$ cat src/soh_int_regs.vh
/*
 Register map, field positions and reset values of the overhead interrupt source block.
 Assumes byte offsets on APB with 32-bit data; 8-bit registers in the low bits.
*/
`ifndef SOH_INT_REGS_VH
`define SOH_INT_REGS_VH

// Register offsets (printed offsets are not all multiples of four: these are indices)
`define SOH_IDX_SUM_RG      8'hA0
`define SOH_IDX_SUM_RGMUX   8'hA1
`define SOH_IDX_SUM_MUX     8'hA2
`define SOH_IDX_SUM_PROT    8'hA3
`define SOH_IDX_SUM_AHPT    8'hA4
`define SOH_IDX_PATH_SRC    8'hA5
`define SOH_IDX_RETIME_SRC  8'hA6
`define SOH_IDX_PATH_EN     8'hB5
`define SOH_IDX_RETIME_EN   8'hB6
`define SOH_IDX_PATH_STAT   8'hC5
`define SOH_IDX_REMDEF      8'h85
`define SOH_IDX_RETIME_CFG  8'h51
`define SOH_IDX_GLOBAL      8'hD1
`define SOH_IDX_TX_SRC      8'hE0
`define SOH_IDX_TX_EN       8'hE1
`define SOH_IDX_CNT_RD      8'hF0
`define SOH_IDX_OTHER_SRC   8'hF1

// Field positions
`define SOH_RETIME_DSBL_BIT 3
`define SOH_REMDEF_LO       1
`define SOH_REMDEF_HI       3
`define SOH_PATH_STAT_MASK  8'hF4
`define SOH_RETIME_MASK     8'h01
`define SOH_TX_MASK         8'h0F

// Counter read strobes in the count-read register
`define SOH_CRD_REM_ERR     0
`define SOH_CRD_PARITY      1
`define SOH_CRD_TX_POS      2
`define SOH_CRD_TX_NEG      3

// Reset values and limits
`define SOH_RST_BYTE        8'h00
`define SOH_TX_PAR_LIMIT    2'h3

`endif

$ cat src/soh_int.v
/*
 Interrupt source, enable and global summary logic of an overhead terminator, with APB slave.
 Assumes single clock clk; event strobes are one-cycle pulses from logic on the same clock.
*/
// The APB interface to the registers was chosen for this implementation.
`timescale 1ns/100ps
`include "soh_int_regs.vh"

module soh_int (
	// Clock and reset
	input  wire        clk,
	input  wire        rst_b,
	// APB slave
	input  wire        psel,
	input  wire        penable,
	input  wire        pwrite,
	input  wire [11:0] paddr,
	input  wire [31:0] pwdata,
	output reg  [31:0] prdata,
	output reg         pready,
	output reg         pslverr,
	// Receive path status and events
	input  wire [7:0]  path_status,
	input  wire [2:0]  remote_defect_bits,
	input  wire        path_remote_error_rollover,
	input  wire        path_parity_rollover,
	// Retiming and transmit events
	input  wire        receive_fifo_overflow,
	input  wire        transmit_fifo_overflow,
	input  wire        tx_bus_parity_error,
	input  wire        tx_negative_justify_rollover,
	input  wire        tx_positive_justify_rollover,
	// Active flags of the five other receive source registers
	input  wire [4:0]  other_source_active,
	// Interrupt and configuration
	output reg         chip_int,
	output reg         receive_retiming_disable
);

	// Access decode, one-wait-state APB: answer one cycle after the access is taken
	wire        acc     = psel & penable & ~pready;
	wire        rd_acc  = acc & ~pwrite;
	wire        wr_acc  = acc & pwrite;
	wire        aligned = (paddr[1:0] == 2'h0);
	wire [7:0]  idx     = paddr[9:2];
	wire        in_map  = aligned & (paddr[11:10] == 2'h0);

	reg  [7:0]  path_src_q;
	reg  [7:0]  path_src_d;
	wire [7:0]  path_en_q;
	reg         retime_src_q;
	reg         retime_src_d;
	wire        retime_en_q;
	reg  [3:0]  tx_src_q;
	reg  [3:0]  tx_src_d;
	wire [3:0]  tx_en_q;
	reg  [1:0]  par_cnt_q;
	reg  [1:0]  par_cnt_d;
	reg  [7:0]  stat_last_q;
	reg  [2:0]  remdef_last_q;

	// Read strobes, and the count-read write strobe, that double as clears
	wire        rd_path_stat = rd_acc & in_map & (idx == `SOH_IDX_PATH_STAT);
	wire        rd_remdef    = rd_acc & in_map & (idx == `SOH_IDX_REMDEF);
	wire        rd_retime    = rd_acc & in_map & (idx == `SOH_IDX_RETIME_SRC);
	wire        rd_tx        = rd_acc & in_map & (idx == `SOH_IDX_TX_SRC);
	wire        wr_cnt_rd    = wr_acc & in_map & (idx == `SOH_IDX_CNT_RD);

	// Write strobes of the enable and configuration registers
	wire        wr_path_en   = wr_acc & in_map & (idx == `SOH_IDX_PATH_EN);
	wire        wr_retime_en = wr_acc & in_map & (idx == `SOH_IDX_RETIME_EN);
	wire        wr_tx_en     = wr_acc & in_map & (idx == `SOH_IDX_TX_EN);
	wire        wr_cfg       = wr_acc & in_map & (idx == `SOH_IDX_RETIME_CFG);

	// Counters live elsewhere; software reports their reads via the count-read register
	// Limitation: a counter read that software forgets to report leaves its rollover bit set
	// Trade-off: one extra write per counter read instead of a port per counter
	wire        rd_rem_cnt   = wr_cnt_rd & pwdata[`SOH_CRD_REM_ERR];
	wire        rd_par_cnt   = wr_cnt_rd & pwdata[`SOH_CRD_PARITY];
	wire        rd_pos_cnt   = wr_cnt_rd & pwdata[`SOH_CRD_TX_POS];
	wire        rd_neg_cnt   = wr_cnt_rd & pwdata[`SOH_CRD_TX_NEG];

	// Change detection against the last sampled values
	wire [7:0]  stat_chg   = (path_status ^ stat_last_q) & `SOH_PATH_STAT_MASK;
	wire        remdef_chg = |(remote_defect_bits ^ remdef_last_q);

	// Enabled source terms
	wire [7:0]  path_act   = path_src_q & path_en_q;
	wire        retime_act = retime_src_q & retime_en_q;
	wire [3:0]  tx_act     = tx_src_q & tx_en_q;

	// Summary flags, one per source register, from enabled bits only
	wire        transmit_summary_flag = |tx_act;
	wire        retiming_summary_flag = retime_act;
	wire        path_summary_flag     = |path_act;
	wire [7:0]  global_sum            = {transmit_summary_flag, retiming_summary_flag,
	                                     path_summary_flag, other_source_active};

	// Path source next value: clears first, then sets override
	always @* begin
		path_src_d = path_src_q;
		// Clearing reads first
		if (rd_path_stat)
			path_src_d = path_src_d & ~`SOH_PATH_STAT_MASK;
		if (rd_remdef)
			path_src_d[3] = 1'b0;
		if (rd_rem_cnt)
			path_src_d[1] = 1'b0;
		if (rd_par_cnt)
			path_src_d[0] = 1'b0;
		// Events last, so a set in the clearing cycle is never lost
		path_src_d = path_src_d | stat_chg;
		if (remdef_chg)
			path_src_d[3] = 1'b1;
		if (path_remote_error_rollover)
			path_src_d[1] = 1'b1;
		if (path_parity_rollover)
			path_src_d[0] = 1'b1;
	end

	// Retiming source; overflow ignored while retiming is disabled
	always @* begin
		retime_src_d = retime_src_q & ~rd_retime;
		if (receive_fifo_overflow & ~receive_retiming_disable)
			retime_src_d = 1'b1;
	end

	// Parity error counter; holds at the limit until the clearing read
	always @* begin
		par_cnt_d = par_cnt_q;
		if (rd_tx)
			par_cnt_d = 2'h0;
		if (tx_bus_parity_error && par_cnt_d != `SOH_TX_PAR_LIMIT)
			par_cnt_d = par_cnt_d + 2'h1;
	end

	// Transmit sources; a parity error in the clearing cycle counts from zero
	always @* begin
		tx_src_d = tx_src_q;
		if (rd_tx)
			tx_src_d[1:0] = 2'h0;
		if (rd_neg_cnt)
			tx_src_d[3] = 1'b0;
		if (rd_pos_cnt)
			tx_src_d[2] = 1'b0;
		if (par_cnt_d == `SOH_TX_PAR_LIMIT)
			tx_src_d[0] = 1'b1;
		if (transmit_fifo_overflow)
			tx_src_d[1] = 1'b1;
		if (tx_negative_justify_rollover)
			tx_src_d[3] = 1'b1;
		if (tx_positive_justify_rollover)
			tx_src_d[2] = 1'b1;
	end

	// Path source flops
	always @(posedge clk or negedge rst_b) begin
		if (!rst_b)
			path_src_q <= `SOH_RST_BYTE;
		else
			path_src_q <= path_src_d;
	end

	// Retiming source flop
	always @(posedge clk or negedge rst_b) begin
		if (!rst_b)
			retime_src_q <= 1'b0;
		else
			retime_src_q <= retime_src_d;
	end

	// Transmit source flops
	always @(posedge clk or negedge rst_b) begin
		if (!rst_b)
			tx_src_q <= 4'h0;
		else
			tx_src_q <= tx_src_d;
	end

	// Parity error counter flops
	always @(posedge clk or negedge rst_b) begin
		if (!rst_b)
			par_cnt_q <= 2'h0;
		else
			par_cnt_q <= par_cnt_d;
	end

	// Status history; reset to zero, so nonzero status in SOH_PATH_STAT_MASK bits after reset counts as a change
	always @(posedge clk or negedge rst_b) begin
		if (!rst_b)
			stat_last_q <= `SOH_RST_BYTE;
		else
			stat_last_q <= path_status;
	end

	// Remote defect history
	always @(posedge clk or negedge rst_b) begin
		if (!rst_b)
			remdef_last_q <= 3'h0;
		else
			remdef_last_q <= remote_defect_bits;
	end

	// Path enables, all eight bits stored
	soh_int_en_reg #(
		.W (8)
	) i_path_en (
		.clk   (clk),
		.rst_b (rst_b),
		.wr    (wr_path_en),
		.d     (pwdata[7:0]),
		.q     (path_en_q)
	);

	// Retiming enable; reserved bits not stored
	soh_int_en_reg #(
		.W (1)
	) i_retime_en (
		.clk   (clk),
		.rst_b (rst_b),
		.wr    (wr_retime_en),
		.d     (pwdata[0:0]),
		.q     (retime_en_q)
	);

	// Transmit enables; reserved bits not stored
	soh_int_en_reg #(
		.W (4)
	) i_tx_en (
		.clk   (clk),
		.rst_b (rst_b),
		.wr    (wr_tx_en),
		.d     (pwdata[3:0]),
		.q     (tx_en_q)
	);

	// Retiming disable configuration bit
	always @(posedge clk or negedge rst_b) begin
		if (!rst_b)
			receive_retiming_disable <= 1'b0;
		else if (wr_cfg)
			receive_retiming_disable <= pwdata[`SOH_RETIME_DSBL_BIT];
	end

	// Read mux; the source registers themselves are read-only
	reg [7:0] rd_byte;
	reg       rd_hit;
	always @* begin
		rd_hit  = 1'b1;
		rd_byte = 8'h00;
		case (idx)
			`SOH_IDX_PATH_SRC:   rd_byte = path_src_q;
			`SOH_IDX_PATH_EN:    rd_byte = path_en_q;
			`SOH_IDX_RETIME_SRC: rd_byte = {7'h00, retime_src_q};
			`SOH_IDX_RETIME_EN:  rd_byte = {7'h00, retime_en_q};
			`SOH_IDX_TX_SRC:     rd_byte = {4'h0, tx_src_q};
			`SOH_IDX_TX_EN:      rd_byte = {4'h0, tx_en_q};
			`SOH_IDX_GLOBAL:     rd_byte = global_sum;
			`SOH_IDX_PATH_STAT:  rd_byte = path_status;
			`SOH_IDX_REMDEF:     rd_byte = {4'h0, remote_defect_bits, 1'b0};
			`SOH_IDX_RETIME_CFG: rd_byte = {4'h0, receive_retiming_disable, 3'h0};
			`SOH_IDX_CNT_RD:     rd_byte = 8'h00;
			default:             rd_hit  = 1'b0;
		endcase
	end

	// Answer terms of the access being taken
	wire        rd_ok   = rd_acc & in_map & rd_hit;
	wire        bad_acc = acc & ~(in_map & rd_hit);
	wire        int_any = |path_act | retime_act | |tx_act;

	// Ready one cycle after the access is taken
	always @(posedge clk or negedge rst_b) begin
		if (!rst_b)
			pready <= 1'b0;
		else
			pready <= acc;
	end

	// Error with ready; refused accesses have no effect
	always @(posedge clk or negedge rst_b) begin
		if (!rst_b)
			pslverr <= 1'b0;
		else
			pslverr <= bad_acc;
	end

	// Read data, zero outside a good read so stale bytes never leak
	always @(posedge clk or negedge rst_b) begin
		if (!rst_b)
			prdata <= 32'h00000000;
		else
			prdata <= rd_ok ? {24'h000000, rd_byte} : 32'h00000000;
	end

	// Interrupt level, one cycle behind source and enable
	always @(posedge clk or negedge rst_b) begin
		if (!rst_b)
			chip_int <= 1'b0;
		else
			chip_int <= int_any;
	end

endmodule

// Enable register of one source register; bits reset to disabled
module soh_int_en_reg #(
	parameter W = 8
) (
	// Clock and reset
	input  wire         clk,
	input  wire         rst_b,
	// Write strobe and data
	input  wire         wr,
	input  wire [W-1:0] d,
	// Stored enables
	output reg  [W-1:0] q
);

	// Reset to all disabled, load on a write
	always @(posedge clk or negedge rst_b) begin
		if (!rst_b)
			q <= {W{1'b0}};
		else if (wr)
			q <= d;
	end

endmodule

$ cat config.mk
export PLATFORM = sky130hd
export DESIGN_NAME = soh_int
export DESIGN_NICKNAME = d
export VERILOG_FILES = /design/src/soh_int.v
export VERILOG_INCLUDE_DIRS = /design/src
export SDC_FILE = /design/constraint.sdc
export NUM_CORES = 1
export LEC_CHECK = 0
export BUFFER_PORTS_ARGS = -buffer_cell sky130_fd_sc_hd__buf_2
export CAP_MARGIN = 20
export CORE_MARGIN = 4
export CORE_UTILIZATION = 51
export CTS_CLUSTER_DIAMETER = 50
export DETAILED_ROUTE_END_ITERATION = 6
export HOLD_SLACK_MARGIN = 0.1
export PLACE_DENSITY = 0.83
export SYNTH_ARGS = -nofsm -noshare
export SYNTH_HDL_FRONTEND = slang
export SYNTH_HIERARCHICAL = 1
export SYNTH_SLANG_ARGS = --single-unit
$ cat constraint.sdc
create_clock -name clk -period 3.6 [get_ports clk]
set_input_delay 0.54 -clock clk [delete_from_list [all_inputs] [get_ports clk]]
set_output_delay 0.54 -clock clk [all_outputs]
set_load 0.02 [all_outputs]
==> out/metrics.yaml <==
status:
  status: "finished, final reports clean"
pwr:
  p_leak_nw: 1.34
  power_mw: 1.10
  worst_ir_drop_vdd_mv: 0.302
  power_density_nw_per_um2: 377
timing:
  tightestPinTransition_ps: 993
  worst_clock_skew_ps: 3.98
  fin_crit_sh_pct: 71.3
  rsz0062_at_grt: "false"
  finalHoldViolCount: 0
  slew_viol_final: 0
  slew_headroom_pct: 33.2
  max_freq_mhz: 390
  min_period_ps: 2570
  fin_tns_setup_ps: 0
  finalSetupViolCount: 0
worst_setup_path:
  critPathLaunchType: "input pin"
  critical_path_required_ps: 3790
  path_max_fanout: 6
  path_class: "in -> reg"
  end_kind: "flip-flop"
  cp.arrival_ps: 2750
cts:
  cts-root-buf: "clkbuf_8"
  ctsHoldBuffers: 0
  worstSkewPairLatency_ps: 300
  cts_buffers: 5
  ctsResizeCount: 0
  post-cts-setup-buffer-count: 0
  clkTransAtPathRegs_ps: 90
  cts_tree: "done"
  clock_path_buffers: 2
  clock-sinks: 48
  h-tree-depth: 2
synth:
  ys.flop_type: "dfrtp_1"
  synth_edf_count: 0
  synth-seq-cells: 48
  yosysSeqAreaShare_pct: 47.7
  synth_async_sr_flop_share_pct: 100
  synth_area_um2: 2520
  synth_cell_types: 49
  syn_inst: 224
  synth_area_per_cell_um2: 11.2
  yosysWarnings: 6
route:
  vias_per_cell: 5.42
  wl_mm: 5.75
  final_antenna_net_count: 0
  post_drt_wl_per_cell_um: 16.1
  vias: 1930
  drt_iter0_markers: 159
  dr.pass1.iters: 4
  drc: 0
final_layout:
  drive_gt1_share_pct: 32.2
  nFillCells: 435
  antenna_cells: 0
  fin_nets: 361
  regArea_um2: 1200
  multi_input_area_um2: 1180
  areaGrowthSynthToFinish_pct: 16.2
  stdcell_area_um2: 2930
global_routing:
  antenna_found_initial: 0
  grt_pass1_vias: 1924
  grt-ovfl-total: 0
  grt_pass1_wl_mm: 9.42
  grt.total_usage_pct: 19.5
  grt_max_degree: 49
die:
  initial_utilization_pct: 53.0
  die_y_um: 78.3
  ios: 108
  rows: 25
  die_w_um: 78.3
  die_area_um2: 6130
  core_area_um2: 4750
placement:
  dpl_cell_area_um2: 2790
  port_buffers: 59
  place_congestion: 0.882
  hpwl_mm: 4.40
job:
  cap_violations: 0
hold_path:
  holdCritPathClass: "in -> reg"
==> cell usage in the layout (no fill, tap or decap), types with 6 or more instances in the layout <==
| master | netlist | layout |
|---|---|---|
| a21oi_1 | 6 | 6 |
| a222oi_1 | 9 | 9 |
| a22oi_1 | 8 | 8 |
| buf_2 | 3 | 59 |
| conb_1 | 1 | 24 |
| dfrtp_1 | 48 | 48 |
| mux2_4 | 9 | 9 |
| nand2_1 | 28 | 28 |
==> per-stage QoR <==
| step | utilization [%] | std cells | hold slack [ps] | setup slack, ps |
|---|---|---|---|---|
| 2_1_floorplan | - | 247 | 244 | 1270 |
| 3_3_place_gp | 58.6 | 346 | 464 | 814 |
| 3_5_place_dp | 58.6 | 346 | 483 | 748 |
| 4_1_cts | 60.9 | 354 | 377 | 1050 |
| 5_1_grt | 61.6 | 356 | 376 | 903 |
| 6_report | 61.6 | 356 | 381 | 1030 |
==> cells by family (layout without fill, tap and decap cells) <==
group	count (synthesis)	after routing	share of synthesized area, %
other	1	24	0.149
xor gates and xnor gates	9	9	3.13
and+or+nand+nor	71	71	17.0
buffers and inverters	32	74	8.94
adders and majority gates	1	1	0.496
AOI/OAI and AO/OA	49	49	15.4
muxes	13	13	7.15
DFF	48	48	47.7
==> sequential cells by signal, summed over array words and instances, names as in the netlist <==
register                  cells
i_path_en/q                   8
path_src_q                    8
prdata                        8
stat_last_q                   5
i_tx_en/q                     4
tx_src_q                      4
remdef_last_q                 3
par_cnt_q                     2
chip_int                      1
i_retime_en/q                 1
pready                        1
pslverr                       1
receive_retiming_disable      1
retime_src_q                  1
==> routing by layer <==
layer / vias up / global-route usage (%) / part of all wire (%)
met5: - / 0 / 0
met4: 0 / 5.94 / 1.0
met3: 7 / 3.67 / 6.3
met2: 81 / 32.6 / 50
met1: 936 / 25.7 / 42
li1: 906 / - / -
==> power by group <==
part           internal (mW)  switching (mW)  total (mW)
sequential             0.557         0.00763       0.564
clock                  0.205           0.177       0.383
combinational         0.0592          0.0964       0.156
total                  0.821           0.281        1.10
==> worst max-delay path: stages <==
cell and delay [ps]:
buf_2 130, nand4bb_1 260, nor4_2 620, nand2_1 230, and2_4 230, ha_1 190
nor2b_1 250, nor2_1 80, o21ai_0 140, o21ai_1 90
==> layout make-up <==
type | count | area share, %
Tap cell | 67 | 2.86
Timing Repair Buffer | 63 | 11.6
Sequential cell | 48 | 41.0
Clock buffer | 5 | 2.35
Inverter | 3 | 0.385
Multi-Input combinational cell | 167 | 40.3
Clock inverter | 3 | 1.45
==> Yosys cell counts, drive strengths merged (4+ instances only) <==
cell | n | area [um^2]
nand2b | 4 | 25.0
nand3 | 4 | 20.0
mux2 | 13 | 180
nor4 | 6 | 71.3
a21oi | 6 | 30.0
nor3 | 5 | 30.0
nor2 | 5 | 18.8
a222oi | 9 | 90.1
xor2 | 4 | 35.0
xnor2 | 5 | 43.8
a21o | 5 | 37.5
a22oi | 8 | 60.1
dfrtp | 48 | 1200
buf | 29 | 214
nand2 | 28 | 105
nor3b | 4 | 35.0
o21ai | 7 | 46.3
==> path summary, 6_finish.rpt <==
path	start	to	slack, ps	depth (start not counted)
max in group asynchronous	rst_b	path_src_q[3]$_DFF_PN0_	2530	3
min in group asynchronous	rst_b	pready$_DFF_PN0_	610	2
setup / recovery	paddr[4]	tx_src_q[0]$_DFFE_PN0P_	1030	10
setup reg to reg	pready$_DFF_PN0_	i_tx_en/q[1]$_DFFE_PN0P_	1390	5
hold reg to reg	stat_last_q[2]$_DFF_PN0_	path_src_q[2]$_DFF_PN0_	500	2
hold / removal	path_status[6]	stat_last_q[6]$_DFF_PN0_	380	1
Power figures use the tool's default switching activity.
